File: config.mk
export PLATFORM = sky130hd
export DESIGN_NAME = nco_host_port
export DESIGN_NICKNAME = d
export VERILOG_FILES = /design/src/common/nco_host_pkg.sv /design/src/verilog/pin_sync.sv /design/src/verilog/nco_host_port.sv
export SDC_FILE = /design/constraint.sdc
export NUM_CORES = 1
export LEC_CHECK = 0
export ABC_AREA = 1
export BUFFER_PORTS_ARGS = -buffer_cell sky130_fd_sc_hd__buf_2
export CAP_MARGIN = 5
export CORE_MARGIN = 2
export CORE_UTILIZATION = 57
export CTS_CLUSTER_DIAMETER = 150
export DETAILED_ROUTE_END_ITERATION = 16
export PLACE_DENSITY_LB_ADDON = 0.25
export SLEW_MARGIN = 15
export SYNTH_ARGS = -nofsm -noshare
export SYNTH_HDL_FRONTEND = slang
export SYNTH_HIERARCHICAL = 1
export SYNTH_SLANG_ARGS = --single-unit
File: constraint.sdc
create_clock -name clk -period 3.1 [get_ports clk]
set_input_delay 0.155 -clock clk [delete_from_list [all_inputs] [get_ports clk]]
set_output_delay 0.155 -clock clk [all_outputs]
set_load 0.1 [all_outputs]
File: src/common/nco_host_pkg.sv
// Shared widths, destination addresses and pin bundles for the oscillator host port.
`default_nettype none
package nco_host_pkg;

  localparam int DATA_W = 16;
  localparam int ADDR_W = 3;
  localparam int TUNING_W = 32;

  // Destination register addresses on the host address lines.
  localparam logic [2:0] ADDR_WORD_A_LO = 3'h0;
  localparam logic [2:0] ADDR_WORD_A_HI = 3'h1;
  localparam logic [2:0] ADDR_WORD_B_LO = 3'h2;
  localparam logic [2:0] ADDR_WORD_B_HI = 3'h3;

  // Destination address of each 16-bit half, indexed a low, a high, b low, b high.
  localparam logic [3:0][2:0] HALF_ADDR = {ADDR_WORD_B_HI, ADDR_WORD_B_LO, ADDR_WORD_A_HI,
                                           ADDR_WORD_A_LO};

  // Reset values.
  localparam logic [31:0] TUNING_RESET = 32'h0000_0000;
  localparam logic [31:0] PHASE_RESET = 32'h0000_0000;

  // Host pins as seen at the device boundary.
  typedef struct packed {
    logic tuning_register_choice;
    logic write_n;
    logic [2:0] host_address_lines;
    logic [15:0] host_data_bus;
  } host_pins_type;

  // Pin levels assumed while in reset: the strobe idles high so no false rise follows release.
  localparam host_pins_type PINS_RESET = '{
    tuning_register_choice: 1'b0,
    write_n: 1'b1,
    host_address_lines: 3'h0,
    host_data_bus: 16'h0000
  };

  // Captured write awaiting transfer into its destination.
  typedef struct packed {
    logic [2:0] addr;
    logic [15:0] data;
  } held_write_type;

  typedef enum logic [0:0] {
    HOLD_IDLE = 1'b0,
    HOLD_PENDING = 1'b1
  } hold_state_type;

endpackage
`default_nettype wire

File: src/verilog/pin_sync.sv
// Two-flop synchroniser for a bundle of asynchronous pins.
`default_nettype none
module pin_sync #(
  parameter int WIDTH = 1,
  parameter logic [WIDTH-1:0] RESET_VALUE = '0
) (
  input wire logic clk,
  input wire logic nrst,
  input wire logic [WIDTH-1:0] d,
  output logic [WIDTH-1:0] q
);

  logic [WIDTH-1:0] stage1_ff;
  logic [WIDTH-1:0] stage2_ff;

  // The first stage may go metastable; only the second stage reads it.
  always_ff @(posedge clk or negedge nrst) begin
    if (!nrst) begin
      stage1_ff <= RESET_VALUE;
      stage2_ff <= RESET_VALUE;
    end else begin
      stage1_ff <= d;
      stage2_ff <= stage1_ff;
    end
  end

  assign q = stage2_ff;

endmodule
`default_nettype wire

File: src/verilog/nco_host_port.sv
// Host write capture, tuning word registers and phase accumulator of the oscillator.
`default_nettype none
// Function
// Output frequency is the selected tuning word as a binary fraction of clk.
// Tuning choice input picks which of two tuning words feeds the accumulator.
// Tuning choice is sampled only on clk rising edges; switches start there.
// A choice change at a clk edge may take effect then or one cycle later; the code first uses it two or three edges later.
// Host keeps tuning choice stable around clk rising edges.
// Host data is captured into a holding stage on the write strobe rise.
// Held data moves to its destination on a later clk edge, not the strobe.
// A strobe rise at a clk edge may load then or one cycle later; the code loads it three or four edges later.
// A strobe rise after a clk edge loads on a following clk edge.
// Host places strobe rise clearly before a clk edge.
// Each write carries 16 data bits and 3 address bits choosing the destination.
// Two 32-bit tuning words; first used when choice low, second when high.
// Address is held with data until transfer, so new strobes cannot corrupt it.
module nco_host_port (
  input wire logic clk,
  input wire logic nrst,
  input wire logic [15:0] host_data_bus,
  input wire logic [2:0] host_address_lines,
  input wire logic write_n,
  input wire logic tuning_register_choice,
  output logic [31:0] phase_out,
  output logic [31:0] tuning_word_a,
  output logic [31:0] tuning_word_b,
  output logic choice_sampled
);

  ////////////////////////////////////////////////////////////////////////////////
  // Pin synchronisation.

  nco_host_pkg::host_pins_type pins_raw;
  nco_host_pkg::host_pins_type pins_s;

  assign pins_raw.tuning_register_choice = tuning_register_choice;
  assign pins_raw.write_n = write_n;
  assign pins_raw.host_address_lines = host_address_lines;
  assign pins_raw.host_data_bus = host_data_bus;

  // Data, address and strobe share one synchroniser so they stay aligned to the same sample.
  // A strobe rise right at a clk edge is seen at that edge or the next one.
  pin_sync #(
    .WIDTH($bits(nco_host_pkg::host_pins_type)),
    .RESET_VALUE(nco_host_pkg::PINS_RESET)
  ) u_pin_sync (
    .clk(clk),
    .nrst(nrst),
    .d(pins_raw),
    .q(pins_s)
  );

  ////////////////////////////////////////////////////////////////////////////////
  // Strobe edge detection and holding stage.

  logic write_n_prev_ff;
  logic strobe_rise;
  nco_host_pkg::hold_state_type hold_state_ff;
  nco_host_pkg::hold_state_type nxt_hold_state;
  nco_host_pkg::held_write_type held_ff;
  nco_host_pkg::held_write_type nxt_held;
  logic transfer;

  // The strobe idles high, so reset assumes high to avoid a false edge after release.
  always_ff @(posedge clk or negedge nrst) begin
    if (!nrst) begin
      write_n_prev_ff <= nco_host_pkg::PINS_RESET.write_n;
    end else begin
      write_n_prev_ff <= pins_s.write_n;
    end
  end

  assign strobe_rise = pins_s.write_n & ~write_n_prev_ff;
  assign transfer = (hold_state_ff == nco_host_pkg::HOLD_PENDING);

  // A strobe in the transfer cycle is still caught: the old word leaves as the new one enters.
  assign nxt_held = strobe_rise ?
    '{addr: pins_s.host_address_lines, data: pins_s.host_data_bus} : held_ff;

  always_comb begin
    case (hold_state_ff)
      nco_host_pkg::HOLD_IDLE: begin
        if (strobe_rise) begin
          nxt_hold_state = nco_host_pkg::HOLD_PENDING;
        end else begin
          nxt_hold_state = nco_host_pkg::HOLD_IDLE;
        end
      end
      nco_host_pkg::HOLD_PENDING: begin
        // The pending word leaves this cycle; a fresh strobe keeps the stage busy.
        if (strobe_rise) begin
          nxt_hold_state = nco_host_pkg::HOLD_PENDING;
        end else begin
          nxt_hold_state = nco_host_pkg::HOLD_IDLE;
        end
      end
      default: begin
        nxt_hold_state = nco_host_pkg::HOLD_IDLE;
      end
    endcase
  end

  always_ff @(posedge clk or negedge nrst) begin
    if (!nrst) begin
      hold_state_ff <= nco_host_pkg::HOLD_IDLE;
    end else begin
      hold_state_ff <= nxt_hold_state;
    end
  end

  always_ff @(posedge clk or negedge nrst) begin
    if (!nrst) begin
      held_ff <= '0;
    end else begin
      held_ff <= nxt_held;
    end
  end

  ////////////////////////////////////////////////////////////////////////////////
  // Destination tuning words.

  logic [3:0][15:0] half_q;
  logic [3:0] half_hit;
  logic [31:0] word_a_ff;
  logic [31:0] word_b_ff;

  // Each destination address owns one 16-bit half, and the halves load independently.
  // Addresses 4 to 7 fall outside this block and match no half.
  for (genvar h = 0; h < 4; h++) begin : g_half
    logic [15:0] half_ff;
    logic [15:0] nxt_half;

    assign half_hit[h] = transfer && (held_ff.addr == nco_host_pkg::HALF_ADDR[h]);

    // A 32-bit word written as two halves runs for a while with a mixed value.
    assign nxt_half = half_hit[h] ? held_ff.data : half_ff;

    always_ff @(posedge clk or negedge nrst) begin
      if (!nrst) begin
        half_ff <= nco_host_pkg::TUNING_RESET[16 * (h % 2) +: 16];
      end else begin
        half_ff <= nxt_half;
      end
    end

    assign half_q[h] = half_ff;
  end

  // The halves are flip-flops, so the assembled words are register outputs as well.
  assign word_a_ff = {half_q[1], half_q[0]};
  assign word_b_ff = {half_q[3], half_q[2]};

  ////////////////////////////////////////////////////////////////////////////////
  // Phase accumulator.

  logic [31:0] phase_ff;
  logic [31:0] selected_word;
  logic [31:0] nxt_phase;

  // The choice is taken from the synchroniser, so it changes only on clk edges.
  assign selected_word = pins_s.tuning_register_choice ? word_b_ff : word_a_ff;
  // Wrapping 32-bit add: output frequency is selected_word / 2^32 of clk.
  assign nxt_phase = phase_ff + selected_word;

  always_ff @(posedge clk or negedge nrst) begin
    if (!nrst) begin
      phase_ff <= nco_host_pkg::PHASE_RESET;
    end else begin
      phase_ff <= nxt_phase;
    end
  end

  assign phase_out = phase_ff;
  assign tuning_word_a = word_a_ff;
  assign tuning_word_b = word_b_ff;
  assign choice_sampled = pins_s.tuning_register_choice;

endmodule
`default_nettype wire

==> impl_metrics.env, run 1 <==
export IMPL_start_util_pct=57.92
export IMPL_drcViolationCount=0
export IMPL_min_period_over_period_pct=82.33
export IMPL_cts_tree="done"
export IMPL_avgViaCountPerCell=5.099
export IMPL_hold_viol=0
export IMPL_critical_path_top_delay_family="simple AND/OR/NAND/NOR gates"
export IMPL_grt_usage_pct=28.29
export IMPL_slew_headroom_pct=50.87
export IMPL_r2r_setup_slack_ns=0.55
export IMPL_drv_cap=0
export IMPL_avgSynthCellArea_um2=8.555
export IMPL_met3_length_um=857
export IMPL_dr_wl_met2_um=9560
export IMPL_core_um2=13190
export IMPL_synth_top_area_share_pct=51.10
export IMPL_worst_path_max_fanout=24
export IMPL_clock_skew_final_ns=0.01406
export IMPL_crit_buf_inv=1
export IMPL_crit_path_end_kind="flop"
export IMPL_first_global_vias=6072
export IMPL_hold_class="in -> async"
export IMPL_fmax_mhz=391.8
export IMPL_synthesis_area_um2=7640
export IMPL_routedWlPerCell_um=15.80
export IMPL_crit_path_start_kind="flop"
export IMPL_setup_viol=0
export IMPL_overflow=0
export IMPL_yosysTopAreaCell="dfrtp_1"
export IMPL_area_delta_synth_final_pct=21.14
export IMPL_top_layer="met4"
export IMPL_final_layout_size_suffix_gt1_share_pct=20.95
export IMPL_route_vias_total=6277
export IMPL_wl_um=19450
export IMPL_clock_sinks=159
export IMPL_port_buffers=119
export IMPL_nFillCells=1032
export IMPL_crit_path_frequent_cell="nand2_1"
export IMPL_diodes=0
export IMPL_slew_viol_final=0
export IMPL_grt_pass1_wl_um=30720
export IMPL_synth_area_leaders="dfrtp_1, nand2_1, inv_1"
export IMPL_seq_area_frac_synth_pct=52.13
export IMPL_synth_seq_cells=159
export IMPL_die_w_um=119.8
export IMPL_root_buffer="clkbuf_16"
export IMPL_grt_start_max_net_pins=83
export IMPL_met1_length_um=8470
export IMPL_synth_edf_count=0
export IMPL_outcome="complete, no violations"
export IMPL_htree_levels=4
export IMPL_netlist_instances=893
export IMPL_die_area_um2=14340
export IMPL_holdBufCountCts=22
export IMPL_antenna_found_initial=0
export IMPL_cp_slowest_cell="dfrtp_2"
export IMPL_gp_routability_congestion=0.9019
export IMPL_cts_resized_gates=0
export IMPL_worstSetupPathType="reg -> reg"
export IMPL_final_nets=1097
export IMPL_row_count=42
export IMPL_cp_cell_sequence="buf_12, mux2_2, fa_1, nand3_1, nand3_2, nand2_1, nand2_2, nand2_1, nand2_2, nand2_2, nand2_1, nand2_1, nand2_1"
export IMPL_slowest_delay_ns=0.51
export IMPL_insertion_delay_ns=0.43
export IMPL_cts_setup_buffers=0
export IMPL_required_ns=3.41
export IMPL_first_pass_iters=5
export IMPL_synth_flop_cell="dfrtp_1"
export IMPL_ys_async_sr_fraction_pct=100.0
export IMPL_yosys_cell_types_count=25
export IMPL_ys_warn_count=6
export IMPL_layout_common_cells="nand2_1, dfrtp_1, inv_1, buf_2, o21ai_0"
export IMPL_final_common_cell="nand2_1"
export IMPL_fin_crit_ns=2.552
export IMPL_drt_initial_drc_count=483
export IMPL_syn_nets=948
export IMPL_drtAntennaViolNets=0
export IMPL_clk_pin_slew_ns=0.06
export IMPL_worstMarginPinSlew_ns=0.7369
export IMPL_numCtsBuffers=17
export IMPL_io_pins=120
export IMPL_dp_final_hpwl_um=13920
export IMPL_tns_ns=0
export IMPL_critical_path_arrival_ns=2.86
export IMPL_die_h_um=119.8
export IMPL_clock_path_buffers=2
export IMPL_grt_setup_unrepaired="no"
[area by class of cell]
cell class | instances | area (um^2) | share of cell area, %
Tap cell | 176 | 220.2 | 2.379
Clock inverter | 10 | 128.9 | 1.392
Multi-Input combinational cell | 582 | 3080 | 33.28
Timing Repair Buffer | 150 | 902.1 | 9.747
Clock buffer | 22 | 444.2 | 4.799
Sequential cell | 159 | 3984 | 43.04
Inverter | 132 | 495.5 | 5.354
[logic make-up (layout without fill, tap and decap cells)]
kind of cell	after synthesis	in the layout	synth area share, %
and+or+nand+nor	396	396	21.18
DFF	159	159	52.13
buffers and inverters	152	314	7.583
AOI/OAI and AO/OA	105	105	7.075
muxes	33	33	4.864
adders and majority gates	32	32	5.339
xor gates and xnor gates	16	16	1.834
[synth_stat cells (2+ instances only)]
master / instances
ha_1: 31
dfstp_2: 3
xor2_1: 16
dfrtp_1: 156
nand2_2: 14
o21bai_1: 2
nand4_1: 4
nand2_1: 302
o21ai_0: 82
mux2_2: 33
buf_2: 6
a21oi_1: 18
nand3_2: 6
nor2_1: 40
inv_2: 3
nand3_1: 24
clkbuf_1: 13
nor3_2: 2
nor3_1: 3
inv_1: 129
a21oi_2: 2
[per-layer routing]
layer / up-vias / GRT usage (%)
met2: 195 / 47.04
met4: 0 / 11.03
met5: - / 0
li1: 3092 / -
met1: 2951 / 37.49
met3: 39 / 4.515
[flip-flops by register name, indices dropped and copies added (netlist names)]
register and cells:
u_pin_sync/stage1_ff 21, write_n_prev_ff 1, hold_state_ff 1, u_pin_sync/q 21, g_half.half_ff 64, phase_out 32, held_ff 19
[through the flow]
stage                     utilization, %  hold slack [ns]  instance area (um^2)  setup slack (ns)  std cells
after floorplan                        -          -0.1406                  7641            0.2422        893
after global placement             64.15           0.2423                  8462            0.6301       1177
after detailed placement           64.15           0.2386                  8462            0.5816       1177
after CTS                          70.17           0.3484                  9255            0.5500       1231
after global routing               70.17           0.3574                  9255            0.4057       1231
final                              70.17           0.3247                  9255            0.5477       1231
[path summary, 6_finish.rpt]
path / start / end / depth (start not counted)
max: u_pin_sync/q[20] / phase_out[28] / 13
max reg2reg: u_pin_sync/q[20] / phase_out[28] / 13
min in group clk: u_pin_sync/stage1_ff[2] / u_pin_sync/q[2] / 0
min reg2reg: u_pin_sync/stage1_ff[2] / u_pin_sync/q[2] / 0
min: nrst / phase_out[4] / 2
max in group asynchronous: nrst / phase_out[0] / 3
Power of run 1 is not shown: default switching activity piles up to over one toggle a cycle in this logic, so the estimate is an artifact.
==> run 2, diff against run 1 <==
- ABC_AREA: 1 -> 0
- CORE_UTILIZATION: 57 -> 56
- clock period: 3.1 -> 2.4 ns (I/O delays scaled with it)
==> run 2 against run 1 <==
The run now ends with negative setup slack left. Area after synthesis decreased by 8.3%. Fmax decreased by 13%. Setup slack got worse by 1.1 ns. Via count decreased by 11%. Utilization increased by 15 points. Routed wire length increased by 5.3%. Non-clock buffer count increased by 143. Clock skew decreased by 0.0051 ns. Hold slack got worse by 0.11 ns.
==> impl_metrics.env, run 2 <==
export IMPL_io_pins=120
export IMPL_clock_sinks=159
export IMPL_required_ns=2.71
export IMPL_yosys_cell_types_count=52
export IMPL_slew_viol_final=0
export IMPL_nFillCells=626
export IMPL_dp_cells=931
export IMPL_synth_common_cells="dfrtp_1, mux2_2, ha_1"
export IMPL_clock_path_buffers=2
export IMPL_worst_path_max_fanout=3
export IMPL_drcViolationCount=0
export IMPL_outcome="finished with violations"
export IMPL_drt_initial_drc_count=342
export IMPL_regMostFlops="g_half.half_ff"
export IMPL_seq_area_frac_synth_pct=56.87
export IMPL_avgSynthCellArea_um2=13.52
export IMPL_clock_skew_final_ns=0.008962
export IMPL_grt_setup_unrepaired="yes"
export IMPL_area_delta_synth_final_pct=46.79
export IMPL_critical_path_arrival_ns=3.25
export IMPL_synth_top_area_share_pct=55.74
export IMPL_numCtsBuffers=17
export IMPL_first_pass_iters=4
export IMPL_antenna_found_initial=0
export IMPL_overflow=0
export IMPL_yosysTopAreaCell="dfrtp_1"
export IMPL_routedWlPerCell_um=20.54
export IMPL_synth_seq_cells=159
export IMPL_port_buffers=119
export IMPL_synth_flop_cell="dfrtp_1"
export IMPL_avgViaCountPerCell=5.627
export IMPL_grt_pass1_wl_um=30560
export IMPL_syn_nets=573
export IMPL_r2r_setup_slack_ns=-0.55
export IMPL_yosysMostFrequentCell="dfrtp_1"
export IMPL_layout_common_cells="dfrtp_1, buf_4, buf_2, mux2_2, dlygate4sd3_1"
export IMPL_wl_um=20480
export IMPL_die_w_um=115.8
export IMPL_hold_class="in -> async"
export IMPL_synthesis_area_um2=7003
export IMPL_reg2reg_depth=10
export IMPL_largest_reg_flops=64
export IMPL_slowest_delay_ns=0.50
export IMPL_cts_tree="done"
export IMPL_setup_viol=25
export IMPL_start_util_pct=57.82
export IMPL_gp_routability_congestion=0.8990
export IMPL_worstSetupPathType="reg -> reg"
export IMPL_worstMarginPinSlew_ns=0.5351
export IMPL_clk_pin_slew_ns=0.07
export IMPL_cp_slowest_cell="dfrtp_4"
export IMPL_final_layout_size_suffix_gt1_share_pct=59.54
export IMPL_die_h_um=115.8
export IMPL_ys_warn_count=6
export IMPL_critical_path_top_delay_family="compound AO/OA/AOI/OAI gates"
export IMPL_crit_path_start_kind="flop"
export IMPL_ys_async_sr_fraction_pct=100.0
export IMPL_fmax_mhz=339.5
export IMPL_netlist_instances=518
export IMPL_synth_area_leaders="dfrtp_1, mux2_2, ha_1"
export IMPL_final_common_cell="dfrtp_1"
export IMPL_route_vias_total=5610
export IMPL_cp_cell_sequence="mux2_4, ha_4, fa_2, a21o_2, a311o_1, a311o_1, a21oi_2, or3_4, o41ai_2, xor2_1"
export IMPL_drtAntennaViolNets=0
export IMPL_crit_path_end_kind="flop"
export IMPL_row_count=40
export IMPL_synth_edf_count=0
export IMPL_layout_cells_non_filler=997
export IMPL_fin_crit_ns=2.945
export IMPL_insertion_delay_ns=0.44
export IMPL_root_buffer="clkbuf_16"
export IMPL_dp_final_hpwl_um=13130
export IMPL_first_global_vias=6020
export IMPL_grt_start_max_net_pins=68
export IMPL_htree_levels=4
export IMPL_fin_ws_ns=-0.5451
export IMPL_drv_cap=0
export IMPL_violations="negative setup slack"
export IMPL_grt_usage_pct=30.47
export IMPL_hold_viol=0
export IMPL_slew_headroom_pct=64.33
export IMPL_die_area_um2=13420
export IMPL_final_nets=870
export IMPL_reg2reg_from="u_pin_sync/q[20]"
export IMPL_r2r_end="phase_out[28]"
export IMPL_min_period_over_period_pct=122.7
export IMPL_crit_path_frequent_cell="a311o_1"
export IMPL_crit_buf_inv=0
export IMPL_core_um2=12110
[run 2: cell count changes in the layout (fill, tap and decap cells not counted), sizes merged, moves of 11 or more]
| cell | before | now |
|---|---|---|
| nor2 | 41 | 13 |
| o21ai | 82 | 18 |
| xnor2 | 0 | 20 |
| buf | 128 | 271 |
| inv | 136 | 12 |
| nand2 | 316 | 22 |
| a21o | 1 | 12 |
| mux2 | 33 | 114 |
| a21oi | 20 | 31 |
| nand3 | 30 | 7 |
[run 2: stage by stage]
| step | cell area, um^2 | hold slack [ns] | setup slack (ns) | setup TNS (ns) | utilization (%) |
|---|---|---|---|---|---|
| finish | 10280 | 0.2157 | -0.5451 | -8.919 | 84.88 |
| global route | 10280 | 0.2596 | -0.6204 | -10.22 | 84.86 |
| CTS | 10040 | 0.2272 | -0.4905 | -7.943 | 82.89 |
| detailed placement | 8895 | 0.1176 | -0.5556 | -9.222 | 73.44 |
| global placement | 8895 | 0.1110 | -0.5151 | -8.235 | 73.44 |
| floorplan | 7108 | -0.1756 | -0.8723 | -13.03 | - |
[run 2: how the worst max path moves through the flow]
stage | startpoint | end | slack [ns] | cells after the start
CTS | u_pin_sync/q[20] | phase_out[27] | -0.49 | 11
detailed placement | u_pin_sync/q[20] | phase_out[28] | -0.56 | 10
global route | u_pin_sync/q[20] | phase_out[31] | -0.62 | 11
floorplan | u_pin_sync/q[20] | phase_out[28] | -0.87 | 12
finish | u_pin_sync/q[20] | phase_out[28] | -0.55 | 10
global placement | u_pin_sync/q[20] | phase_out[26] | -0.52 | 11
[run 2: logic make-up (layout without fill, tap and decap cells)]
kind of cell,after synthesis,after routing,share of synthesized area [%]
other cells,0,1,0
buf+inv,20,330,1.126
flops,159,159,56.87
xor+xnor,31,31,3.877
mux,115,115,18.47
compound gates,100,100,9.612
fa+ha+maj,32,32,5.825
simple gates,61,61,4.217
[run 2: layout make-up]
class	instances	area (um^2)	area share [%]
Multi-Input combinational cell	339	3442	33.48
Timing Repair Buffer	293	2022	19.67
Sequential cell	159	3986	38.78
Clock buffer	17	425.4	4.138
Inverter	5	18.77	0.1826
Clock inverter	15	172.7	1.680
Antenna cell	1	2.502	0.02434
Tap cell	168	210.2	2.045
[run 2: repair_timing]
action,in CTS,in global routing
hold buffers,22,0
setup endpoints to repair,25,25
hold endpoints to repair,76,0
resized for setup,49,36
buffers inserted,10,5
pin swaps,27,33
[run 2: routing by layer]
layer | track usage [%] | routed length (um) | up-vias | share of wire [%]
met5 | 0 | 0 | - | 0
met4 | 12.30 | 494 | 0 | 2.4
met3 | 6.851 | 1102 | 47 | 5.4
met2 | 52.44 | 10710 | 198 | 52
met1 | 37.50 | 8175 | 2877 | 40
li1 | - | - | 2488 | -
Power of run 2 is left out for the same reason.
